--- src/synth_pkg.sv ---
// Constants shared by the synthesizer control logic.
package synth_pkg;

   // -----------------------------------------------------------------
   // Serial word layout
   // -----------------------------------------------------------------
   localparam int SHIFT_WIDTH  = 11;
   localparam int SEL_BIT      = 10;
   localparam int LATCH_A_W    = 10;
   localparam int LATCH_B_W    = 8;
   localparam int N_FIELD_LSB  = 0;
   localparam int N_FIELD_W    = 5;
   localparam int DAC_LSB      = 5;
   localparam int DAC_W        = 5;
   localparam int M_FIELD_LSB  = 0;
   localparam int M_FIELD_W    = 8;

   // -----------------------------------------------------------------
   // Reset values
   // -----------------------------------------------------------------
   localparam logic [LATCH_A_W-1:0]   LATCH_A_RESET = 10'h000;
   localparam logic [LATCH_B_W-1:0]   LATCH_B_RESET = 8'h00;
   localparam logic [SHIFT_WIDTH-1:0] SHIFT_RESET   = 11'h000;

   // -----------------------------------------------------------------
   // Output clock dividers
   // -----------------------------------------------------------------
   localparam logic [1:0] BYTE_DIV_WIDE   = 2'h2;  // Last phase of /3.
   localparam logic [1:0] PHASE_ZERO      = 2'h0;

endpackage : synth_pkg

--- src/synth_serial_prog_dividers.sv ---
// Serial programming port, N/M dividers, detector and output dividers.

// Behaviour
// - Reference clock divided by programmable 1..32 feeds detector reference.
// - Code clock divided by programmable 1..256 feeds detector variable input.
// - Reference pulse raises pump-up; variable pulse raises pump-down.
// - Both requests asserted resets both; minimum width one clock.
// - In lock both requests are asserted together for equal short time.
// - Pump-up and pump-down are shown on two test outputs.
// - Charge pump sources on pump-up and sinks on pump-down.
// - Code select 0: byte clock is oscillator/2, code clock equals oscillator.
// - Code select 1: byte clock is oscillator/3, code clock oscillator/2.
// - Five-bit converter code is driven in parallel from latch A.
// - Converter code is latch A bits 9..5, bit 9 most significant.
// - Eleven-bit shift chain takes data on serial clock rise while enable low.
// - Serial data and clock are ignored while load enable is high.
// - Latch A holds 10 bits, latch B holds 8 bits.
// - Load enable rise moves shift contents into exactly one latch.
// - Select bit low loads latch A, high loads latch B.
// - The latch not selected keeps its contents.
// - Latch A bits 4..0 set N; latch B bits 7..0 set M.
// - Divider ratio is field value plus one.
// - Fault output goes low when divider latch contents are corrupted.
// - Feedback select high uses internal divider, low the external input.
// - Detector enable low shuts the detector off.
module synth_serial_prog_dividers
   import synth_pkg::*;
(
   input  wire logic                 clk,                    // 50 MHz clock
   input  wire logic                 sys_rst,                // Sync reset
   input  wire logic                 serial_clock,           // Shift clock
   input  wire logic                 serial_in_bit,          // Shift data
   input  wire logic                 serial_load_enable_n,   // Load enable
   input  wire logic                 reference_clock_in,     // Reference
   input  wire logic                 oscillator_clock_in,    // Oscillator
   input  wire logic                 code_select,            // Code option
   input  wire logic                 feedback_source_select, // Feedback src
   input  wire logic                 external_detector_input,// Ext feedback
   input  wire logic                 detector_enable,        // Detector on
   output logic                      oscillator_clock_out,   // Osc copy
   output logic                      byte_rate_clock,        // Byte clock
   output logic                      code_rate_clock,        // Code clock
   output logic                      ref_div_out,            // N test out
   output logic                      fb_div_out,             // M test out
   output logic                      pump_up_test,           // Up test pin
   output logic                      pump_down_test,         // Down test pin
   output logic                      charge_pump_source,     // Source current
   output logic                      charge_pump_sink,       // Sink current
   output logic [DAC_W-1:0]          dac_code,               // Converter code
   output logic                      latch_fault_n           // Fault, low
);

   // ----------------------------------------------------------------
   // Edge detection of sampled inputs and of the code clock output
   // ----------------------------------------------------------------
   logic sclk_prev_reg, load_prev_reg, ref_prev_reg, osc_prev_reg;
   logic code_prev_reg, ext_prev_reg;
   logic sclk_rise, load_rise, ref_rise, osc_rise, code_rise, ext_rise;

   // A rise is a high sample that follows a low one.
   function automatic logic rise_of(input logic now_level,
                                    input logic last_level);
      return now_level & ~last_level;
   endfunction : rise_of

   // The serial pins reset to their idle levels, so a host that is already
   // idle at release does not look like a shift or load edge.
   always_ff @(posedge clk) begin
      if (sys_rst) begin
         sclk_prev_reg <= 1'b0;
      end else begin
         sclk_prev_reg <= serial_clock;
      end
   end

   always_ff @(posedge clk) begin
      if (sys_rst) begin
         load_prev_reg <= 1'b1;
      end else begin
         load_prev_reg <= serial_load_enable_n;
      end
   end

   always_ff @(posedge clk) begin
      if (sys_rst) begin
         ref_prev_reg <= 1'b0;
      end else begin
         ref_prev_reg <= reference_clock_in;
      end
   end

   always_ff @(posedge clk) begin
      if (sys_rst) begin
         osc_prev_reg <= 1'b0;
      end else begin
         osc_prev_reg <= oscillator_clock_in;
      end
   end

   always_ff @(posedge clk) begin
      if (sys_rst) begin
         code_prev_reg <= 1'b0;
      end else begin
         code_prev_reg <= code_rate_clock;
      end
   end

   always_ff @(posedge clk) begin
      if (sys_rst) begin
         ext_prev_reg <= 1'b0;
      end else begin
         ext_prev_reg <= external_detector_input;
      end
   end

   assign sclk_rise = rise_of(serial_clock, sclk_prev_reg);
   assign load_rise = rise_of(serial_load_enable_n, load_prev_reg);
   assign ref_rise  = rise_of(reference_clock_in, ref_prev_reg);
   assign osc_rise  = rise_of(oscillator_clock_in, osc_prev_reg);
   assign code_rise = rise_of(code_rate_clock, code_prev_reg);
   assign ext_rise  = rise_of(external_detector_input, ext_prev_reg);

   // ----------------------------------------------------------------
   // Serial shift chain
   // ----------------------------------------------------------------
   logic [SHIFT_WIDTH-1:0] shift_reg;

   always_ff @(posedge clk) begin
      if (sys_rst) begin
         shift_reg <= SHIFT_RESET;
      end else if (sclk_rise && !serial_load_enable_n) begin
         shift_reg <= {shift_reg[SHIFT_WIDTH-2:0], serial_in_bit};
      end
   end

   // ----------------------------------------------------------------
   // Parallel latches with complement shadows for fault detection
   // ----------------------------------------------------------------
   logic [LATCH_A_W-1:0] ref_div_and_dac_latch_reg, shadow_a_reg;
   logic [LATCH_B_W-1:0] feedback_div_latch_reg, shadow_b_reg;

   always_ff @(posedge clk) begin
      if (sys_rst) begin
         ref_div_and_dac_latch_reg <= LATCH_A_RESET;
         shadow_a_reg              <= ~LATCH_A_RESET;
      end else if (load_rise && !shift_reg[SEL_BIT]) begin
         ref_div_and_dac_latch_reg <= shift_reg[LATCH_A_W-1:0];
         shadow_a_reg              <= ~shift_reg[LATCH_A_W-1:0];
      end
   end

   always_ff @(posedge clk) begin
      if (sys_rst) begin
         feedback_div_latch_reg <= LATCH_B_RESET;
         shadow_b_reg           <= ~LATCH_B_RESET;
      end else if (load_rise && shift_reg[SEL_BIT]) begin
         feedback_div_latch_reg <= shift_reg[LATCH_B_W-1:0];
         shadow_b_reg           <= ~shift_reg[LATCH_B_W-1:0];
      end
   end

   // A latch whose shadow no longer holds its complement has been upset.
   always_ff @(posedge clk) begin
      if (sys_rst) begin
         latch_fault_n <= 1'b1;
      end else begin
         latch_fault_n <= &(ref_div_and_dac_latch_reg ^ shadow_a_reg) &
                          &(feedback_div_latch_reg ^ shadow_b_reg);
      end
   end

   assign dac_code =
      ref_div_and_dac_latch_reg[DAC_LSB +: DAC_W];

   // ----------------------------------------------------------------
   // Programmable dividers
   // ----------------------------------------------------------------
   logic [N_FIELD_W-1:0] n_field, n_count_reg;
   logic [M_FIELD_W-1:0] m_field, m_count_reg;

   assign n_field = ref_div_and_dac_latch_reg[N_FIELD_LSB +: N_FIELD_W];
   assign m_field = feedback_div_latch_reg[M_FIELD_LSB +: M_FIELD_W];

   // The compare is >= so that a field lowered mid-count still wraps at
   // once instead of running round the whole counter.
   function automatic logic div_wraps(input logic [M_FIELD_W-1:0] count,
                                      input logic [M_FIELD_W-1:0] field);
      return count >= field;
   endfunction : div_wraps

   logic n_wrap, m_wrap;

   assign n_wrap = div_wraps(M_FIELD_W'(n_count_reg), M_FIELD_W'(n_field));
   assign m_wrap = div_wraps(m_count_reg, m_field);

   // One output pulse per (field + 1) input edges; field 0 passes every edge.
   always_ff @(posedge clk) begin
      if (sys_rst) begin
         n_count_reg <= '0;
         ref_div_out <= 1'b0;
      end else begin
         ref_div_out <= 1'b0;
         if (ref_rise) begin
            if (n_wrap) begin
               n_count_reg <= '0;
               ref_div_out <= 1'b1;
            end else begin
               n_count_reg <= n_count_reg + 1'b1;
            end
         end
      end
   end

   always_ff @(posedge clk) begin
      if (sys_rst) begin
         m_count_reg <= '0;
         fb_div_out  <= 1'b0;
      end else begin
         fb_div_out <= 1'b0;
         if (code_rise) begin
            if (m_wrap) begin
               m_count_reg <= '0;
               fb_div_out  <= 1'b1;
            end else begin
               m_count_reg <= m_count_reg + 1'b1;
            end
         end
      end
   end

   // ----------------------------------------------------------------
   // Phase-frequency detector
   // ----------------------------------------------------------------
   logic var_pulse, up_reg, down_reg;

   assign var_pulse = feedback_source_select ? fb_div_out : ext_rise;

   // Both set in one cycle clears both in the next, so lock gives equal,
   // coincident one-cycle pulses.
   always_ff @(posedge clk) begin
      if (sys_rst || !detector_enable) begin
         up_reg <= 1'b0;
      end else if (up_reg && down_reg) begin
         up_reg <= 1'b0;
      end else begin
         up_reg <= up_reg | ref_div_out;
      end
   end

   always_ff @(posedge clk) begin
      if (sys_rst || !detector_enable) begin
         down_reg <= 1'b0;
      end else if (up_reg && down_reg) begin
         down_reg <= 1'b0;
      end else begin
         down_reg <= down_reg | var_pulse;
      end
   end

   assign pump_up_test       = up_reg;
   assign pump_down_test     = down_reg;
   assign charge_pump_source = up_reg;
   assign charge_pump_sink   = down_reg;

   // ----------------------------------------------------------------
   // Output clock dividers
   // ----------------------------------------------------------------
   logic [1:0] byte_phase_reg;

   always_ff @(posedge clk) begin
      if (sys_rst) begin
         oscillator_clock_out <= 1'b0;
      end else begin
         oscillator_clock_out <= oscillator_clock_in;
      end
   end

   always_ff @(posedge clk) begin
      if (sys_rst) begin
         byte_phase_reg  <= PHASE_ZERO;
         byte_rate_clock <= 1'b0;
      end else if (osc_rise) begin
         if (!code_select) begin
            byte_phase_reg  <= PHASE_ZERO;
            byte_rate_clock <= ~byte_rate_clock;
         end else begin
            byte_phase_reg  <= (byte_phase_reg >= BYTE_DIV_WIDE) ?
                               PHASE_ZERO : byte_phase_reg + 1'b1;
            byte_rate_clock <= (byte_phase_reg == PHASE_ZERO);
         end
      end
   end

   always_ff @(posedge clk) begin
      if (sys_rst) begin
         code_rate_clock <= 1'b0;
      end else if (!code_select) begin
         code_rate_clock <= oscillator_clock_in;
      end else if (osc_rise) begin
         code_rate_clock <= ~code_rate_clock;
      end
   end

endmodule : synth_serial_prog_dividers

--- config.mk ---
export PLATFORM = sky130hd
export DESIGN_NAME = synth_serial_prog_dividers
export DESIGN_NICKNAME = d
export VERILOG_FILES = /design/src/synth_pkg.sv /design/src/synth_serial_prog_dividers.sv
export SDC_FILE = /design/constraint.sdc
export NUM_CORES = 1
export LEC_CHECK = 0
export BUFFER_PORTS_ARGS = -buffer_cell sky130_fd_sc_hd__buf_2
export CAP_MARGIN = 20
export CORE_MARGIN = 5
export CORE_UTILIZATION = 30
export CTS_BUF_LIST = sky130_fd_sc_hd__clkbuf_16
export DETAILED_ROUTE_END_ITERATION = 12
export MAX_ROUTING_LAYER = met4
export SYNTH_ARGS = -nofsm -noshare
export SYNTH_HDL_FRONTEND = slang
export SYNTH_SLANG_ARGS = --single-unit
--- constraint.sdc ---
create_clock -name clk -period 2.2 [get_ports clk]
set_clock_uncertainty 0.15 [all_clocks]
set_input_delay 0.33 -clock clk [delete_from_list [all_inputs] [get_ports clk]]
set_output_delay 0.33 -clock clk [all_outputs]
set_load 0.02 [all_outputs]
==> results_dict.tcl <==
set metrics [dict create \
    cts_tree "built" \
    clk_pin_slew_ns 0.06 \
    min_to "ref_prev_reg$_SDFF_PP0_" \
    hold_class "input port to flip-flop" \
    io_pins 26 \
    post_cts_buffers 0 \
    crit_path_start_kind "flip-flop" \
    whs_path_depth 2 \
    powerDensity_nw_per_um2 811 \
    fp.dieH_um 114 \
    fp.coreArea_um2 10700 \
    grt_pass1_wl_um 10800 \
    grt_setup_unrepaired "no" \
    seqCellArea_um2 1500 \
    grt_start_max_net_pins 48 \
    yosys_warnings 0 \
    path_cells "inv_1 -> ha_1 -> and3_1 -> or4b_4 -> o22ai_4 -> nor2b_1" \
    cpPeakStageDelay_ns 0.49 \
    multi_input_area_um2 1590 \
    fmax_mhz 490 \
    syn-num-nets 392 \
    hold_viol_final 0 \
    crit_fanout 9 \
    finalWirelength_um 6450 \
    fin_crit_sh_pct 92.8 \
    ys_seq_area_share_pct 46.3 \
    r2r-end "fb_div_out$_SDFF_PP0_" \
    cts_root_buf "clkbuf_16" \
    cts_resized 0 \
    wl_per_cell_um 12.2 \
    p_leak_nw 1.43 \
    critPathBufInv 1 \
    grt_overflow 0 \
    synth_top_area_share_pct 46.3 \
    largest_register_ffs 11 \
    n_fill_cell 1109 \
    cp.arrival_ns 2.16 \
    area_growth_pct 17.6 \
    cts_buffer_depth 2 \
    synth_cell_type_count 38 \
    ff2ff_setup_slack_ns 0.16 \
    drc 0 \
    ys_seq_elements 75 \
    critPathKind "flip-flop to flip-flop" \
    grt_pass1_vias 2288 \
    setup_viol 0 \
    drt-pass1-iter-count 4 \
    dp.final_hpwl_um 4530 \
    r2r_start "feedback_div_latch_reg[7]$_SDFFE_PP0P_" \
    crit_slowest_cell "or4b_4" \
    hp-start "reference_clock_in" \
    initial_utilization_pct 30.3 \
    cap_viol_max_count 0 \
    worstMarginPinSlew_ns 0.675 \
    antenna_left 0 \
    dp_cells 514 \
    antenna_found_initial 0 \
    avgSynthCellArea_um2 8.86 \
    layout.cells.non_filler 530 \
    place.gp.congestion 0.820 \
    end_kind "flip-flop" \
    netlist_top_cells_area "dfxtp_1 (46%), nand2_1 (7.4%), ha_1 (5.8%), a21oi_1 (4.9%), xor2_1 (4.9%)" \
    cts_made_buffers 9 \
    die-area_um2 13000 \
    io_buffer_count 25 \
    yosysTopAreaCell "dfxtp_1" \
    htree_levels 3 \
    ff2ff_path_depth 6 \
    track_usage_pct 10.8 \
    diodes 0 \
    die_w_um 114 \
    slew_headroom_pct 54.5 \
    syn-cell-area_um2 3240 \
    run_status "complete, no violations" \
    clkLatencyLatePin_ns 0.33 \
    synth_cells 366 \
    layout-drive-gt1-share_pct 13.3 \
    viasPerCell 4.58 \
    cp.required_ns 2.31 \
    drt_iter0_drc 130 \
    vias 2430 \
    clock_sinks 75 \
    peakVddDrop_v 0.000494 \
    drv_slew 0 \
    cts_hold_buffers 0 \
    tns_ns 0 \
    fin_nets 411 \
    period_needed_ns 2.04 \
    cpLargestDelayFamily "simple AND/OR/NAND/NOR gates" \
    rows 38 \
]
## layout by cell type (no fill, tap or decap), drive strengths merged, types with 3 or more instances in the layout
| cell | count |
|---|---|
| dfxtp | 75 |
| nand2 | 64 |
| a21oi | 32 |
| buf | 32 |
| nor2 | 24 |
| xor2 | 18 |
| inv | 15 |
| a211o | 15 |
| ha | 15 |
| nor3 | 14 |
| xnor2 | 11 |
| clkbuf | 9 |
| nand2b | 8 |
| nor2b | 7 |
| a211oi | 7 |
| o21ai | 6 |
| nand4 | 5 |
| a2111oi | 3 |
| clkinv | 3 |
## metrics by stage
| step | total power, mW | hold WS, ns | utilization [%] | worst slack [ns] | instance area [um2] |
|---|---|---|---|---|---|
| after floorplan | 1.56 | 0.287 | - | 0.312 | 3240 |
| after global placement | 1.61 | 0.314 | 32.6 | 0.191 | 3490 |
| after detailed placement | 1.61 | 0.323 | 32.6 | 0.125 | 3490 |
| after CTS | 3.14 | 0.0770 | 35.5 | 0.108 | 3790 |
| after global routing | 3.23 | 0.0749 | 35.7 | 0.0212 | 3810 |
| final | 3.09 | 0.0844 | 35.7 | 0.158 | 3810 |
## cells in the mapped netlist (all sizes together)
master   number
and3          1
o21ai         6
a21oi        32
or2           1
nor2b         7
a211oi        7
nand2b        8
nand4         5
dfxtp        75
nor2         24
or4b          1
nor4          2
and2          1
a32oi         1
xor2         18
nor3         14
and3b         2
a21o          2
a211o        15
a22oi         1
ha           15
nand3b        2
clkbuf       15
or3b          1
xnor2        11
mux2i         2
inv          14
a41o          1
a221oi        1
nand3         2
o22ai         1
a2111oi       3
buf           9
nand2        64
nor3b         2
## logic make-up (layout without fill, tap and decap cells)
logic type / count (synthesis) / count (layout) / synth area share, %
adder cells (fa/ha/maj): 15 / 15 / 5.78
AND/OR/NAND/NOR: 137 / 137 / 19.8
multiplexers: 2 / 2 / 0.617
AO/OA/AOI/OAI: 70 / 70 / 14.3
flip-flops: 75 / 75 / 46.3
buffers and inverters: 38 / 62 / 5.44
XOR/XNOR: 29 / 29 / 7.83
## routing by layer
layer	GRT usage (%)	part of all wire (%)	vias to the layer above
li1	-	-	1281
met1	12.8	48	1123
met2	17.3	48	19
met3	2.55	2.2	7
met4	5.23	1.8	0
met5	-	0	-
## worst max-delay path by stage
stage,startpoint,slack (ns),cells past startpoint,to
detailed placement,m_count_reg[0]$_SDFFE_PP0P_,0.12,6,m_count_reg[3]$_SDFFE_PP0P_
global placement,m_count_reg[0]$_SDFFE_PP0P_,0.19,6,fb_div_out$_SDFF_PP0_
global route,feedback_div_latch_reg[7]$_SDFFE_PP0P_,0.02,6,fb_div_out$_SDFF_PP0_
CTS,m_count_reg[0]$_SDFFE_PP0P_,0.11,6,fb_div_out$_SDFF_PP0_
floorplan,m_count_reg[0]$_SDFFE_PP0P_,0.31,6,fb_div_out$_SDFF_PP0_
finish,feedback_div_latch_reg[7]$_SDFFE_PP0P_,0.16,6,fb_div_out$_SDFF_PP0_
## cell type report
| class | count | area share [%] |
|---|---|---|
| timing repair buffer | 32 | 4.99 |
| multi-input combinational | 253 | 41.6 |
| tap | 140 | 4.59 |
| sequential | 75 | 39.4 |
| clock inverter | 7 | 2.20 |
| inverter | 14 | 1.38 |
| clock buffer | 9 | 5.90 |
## power breakdown
group | switching, mW | internal, mW | total (mW)
Combinational | 0.103 | 0.0714 | 0.174
Sequential | 0.0200 | 1.39 | 1.41
Clock | 0.533 | 0.978 | 1.51
Total | 0.655 | 2.44 | 3.09
Power figures use the tool's default switching activity.
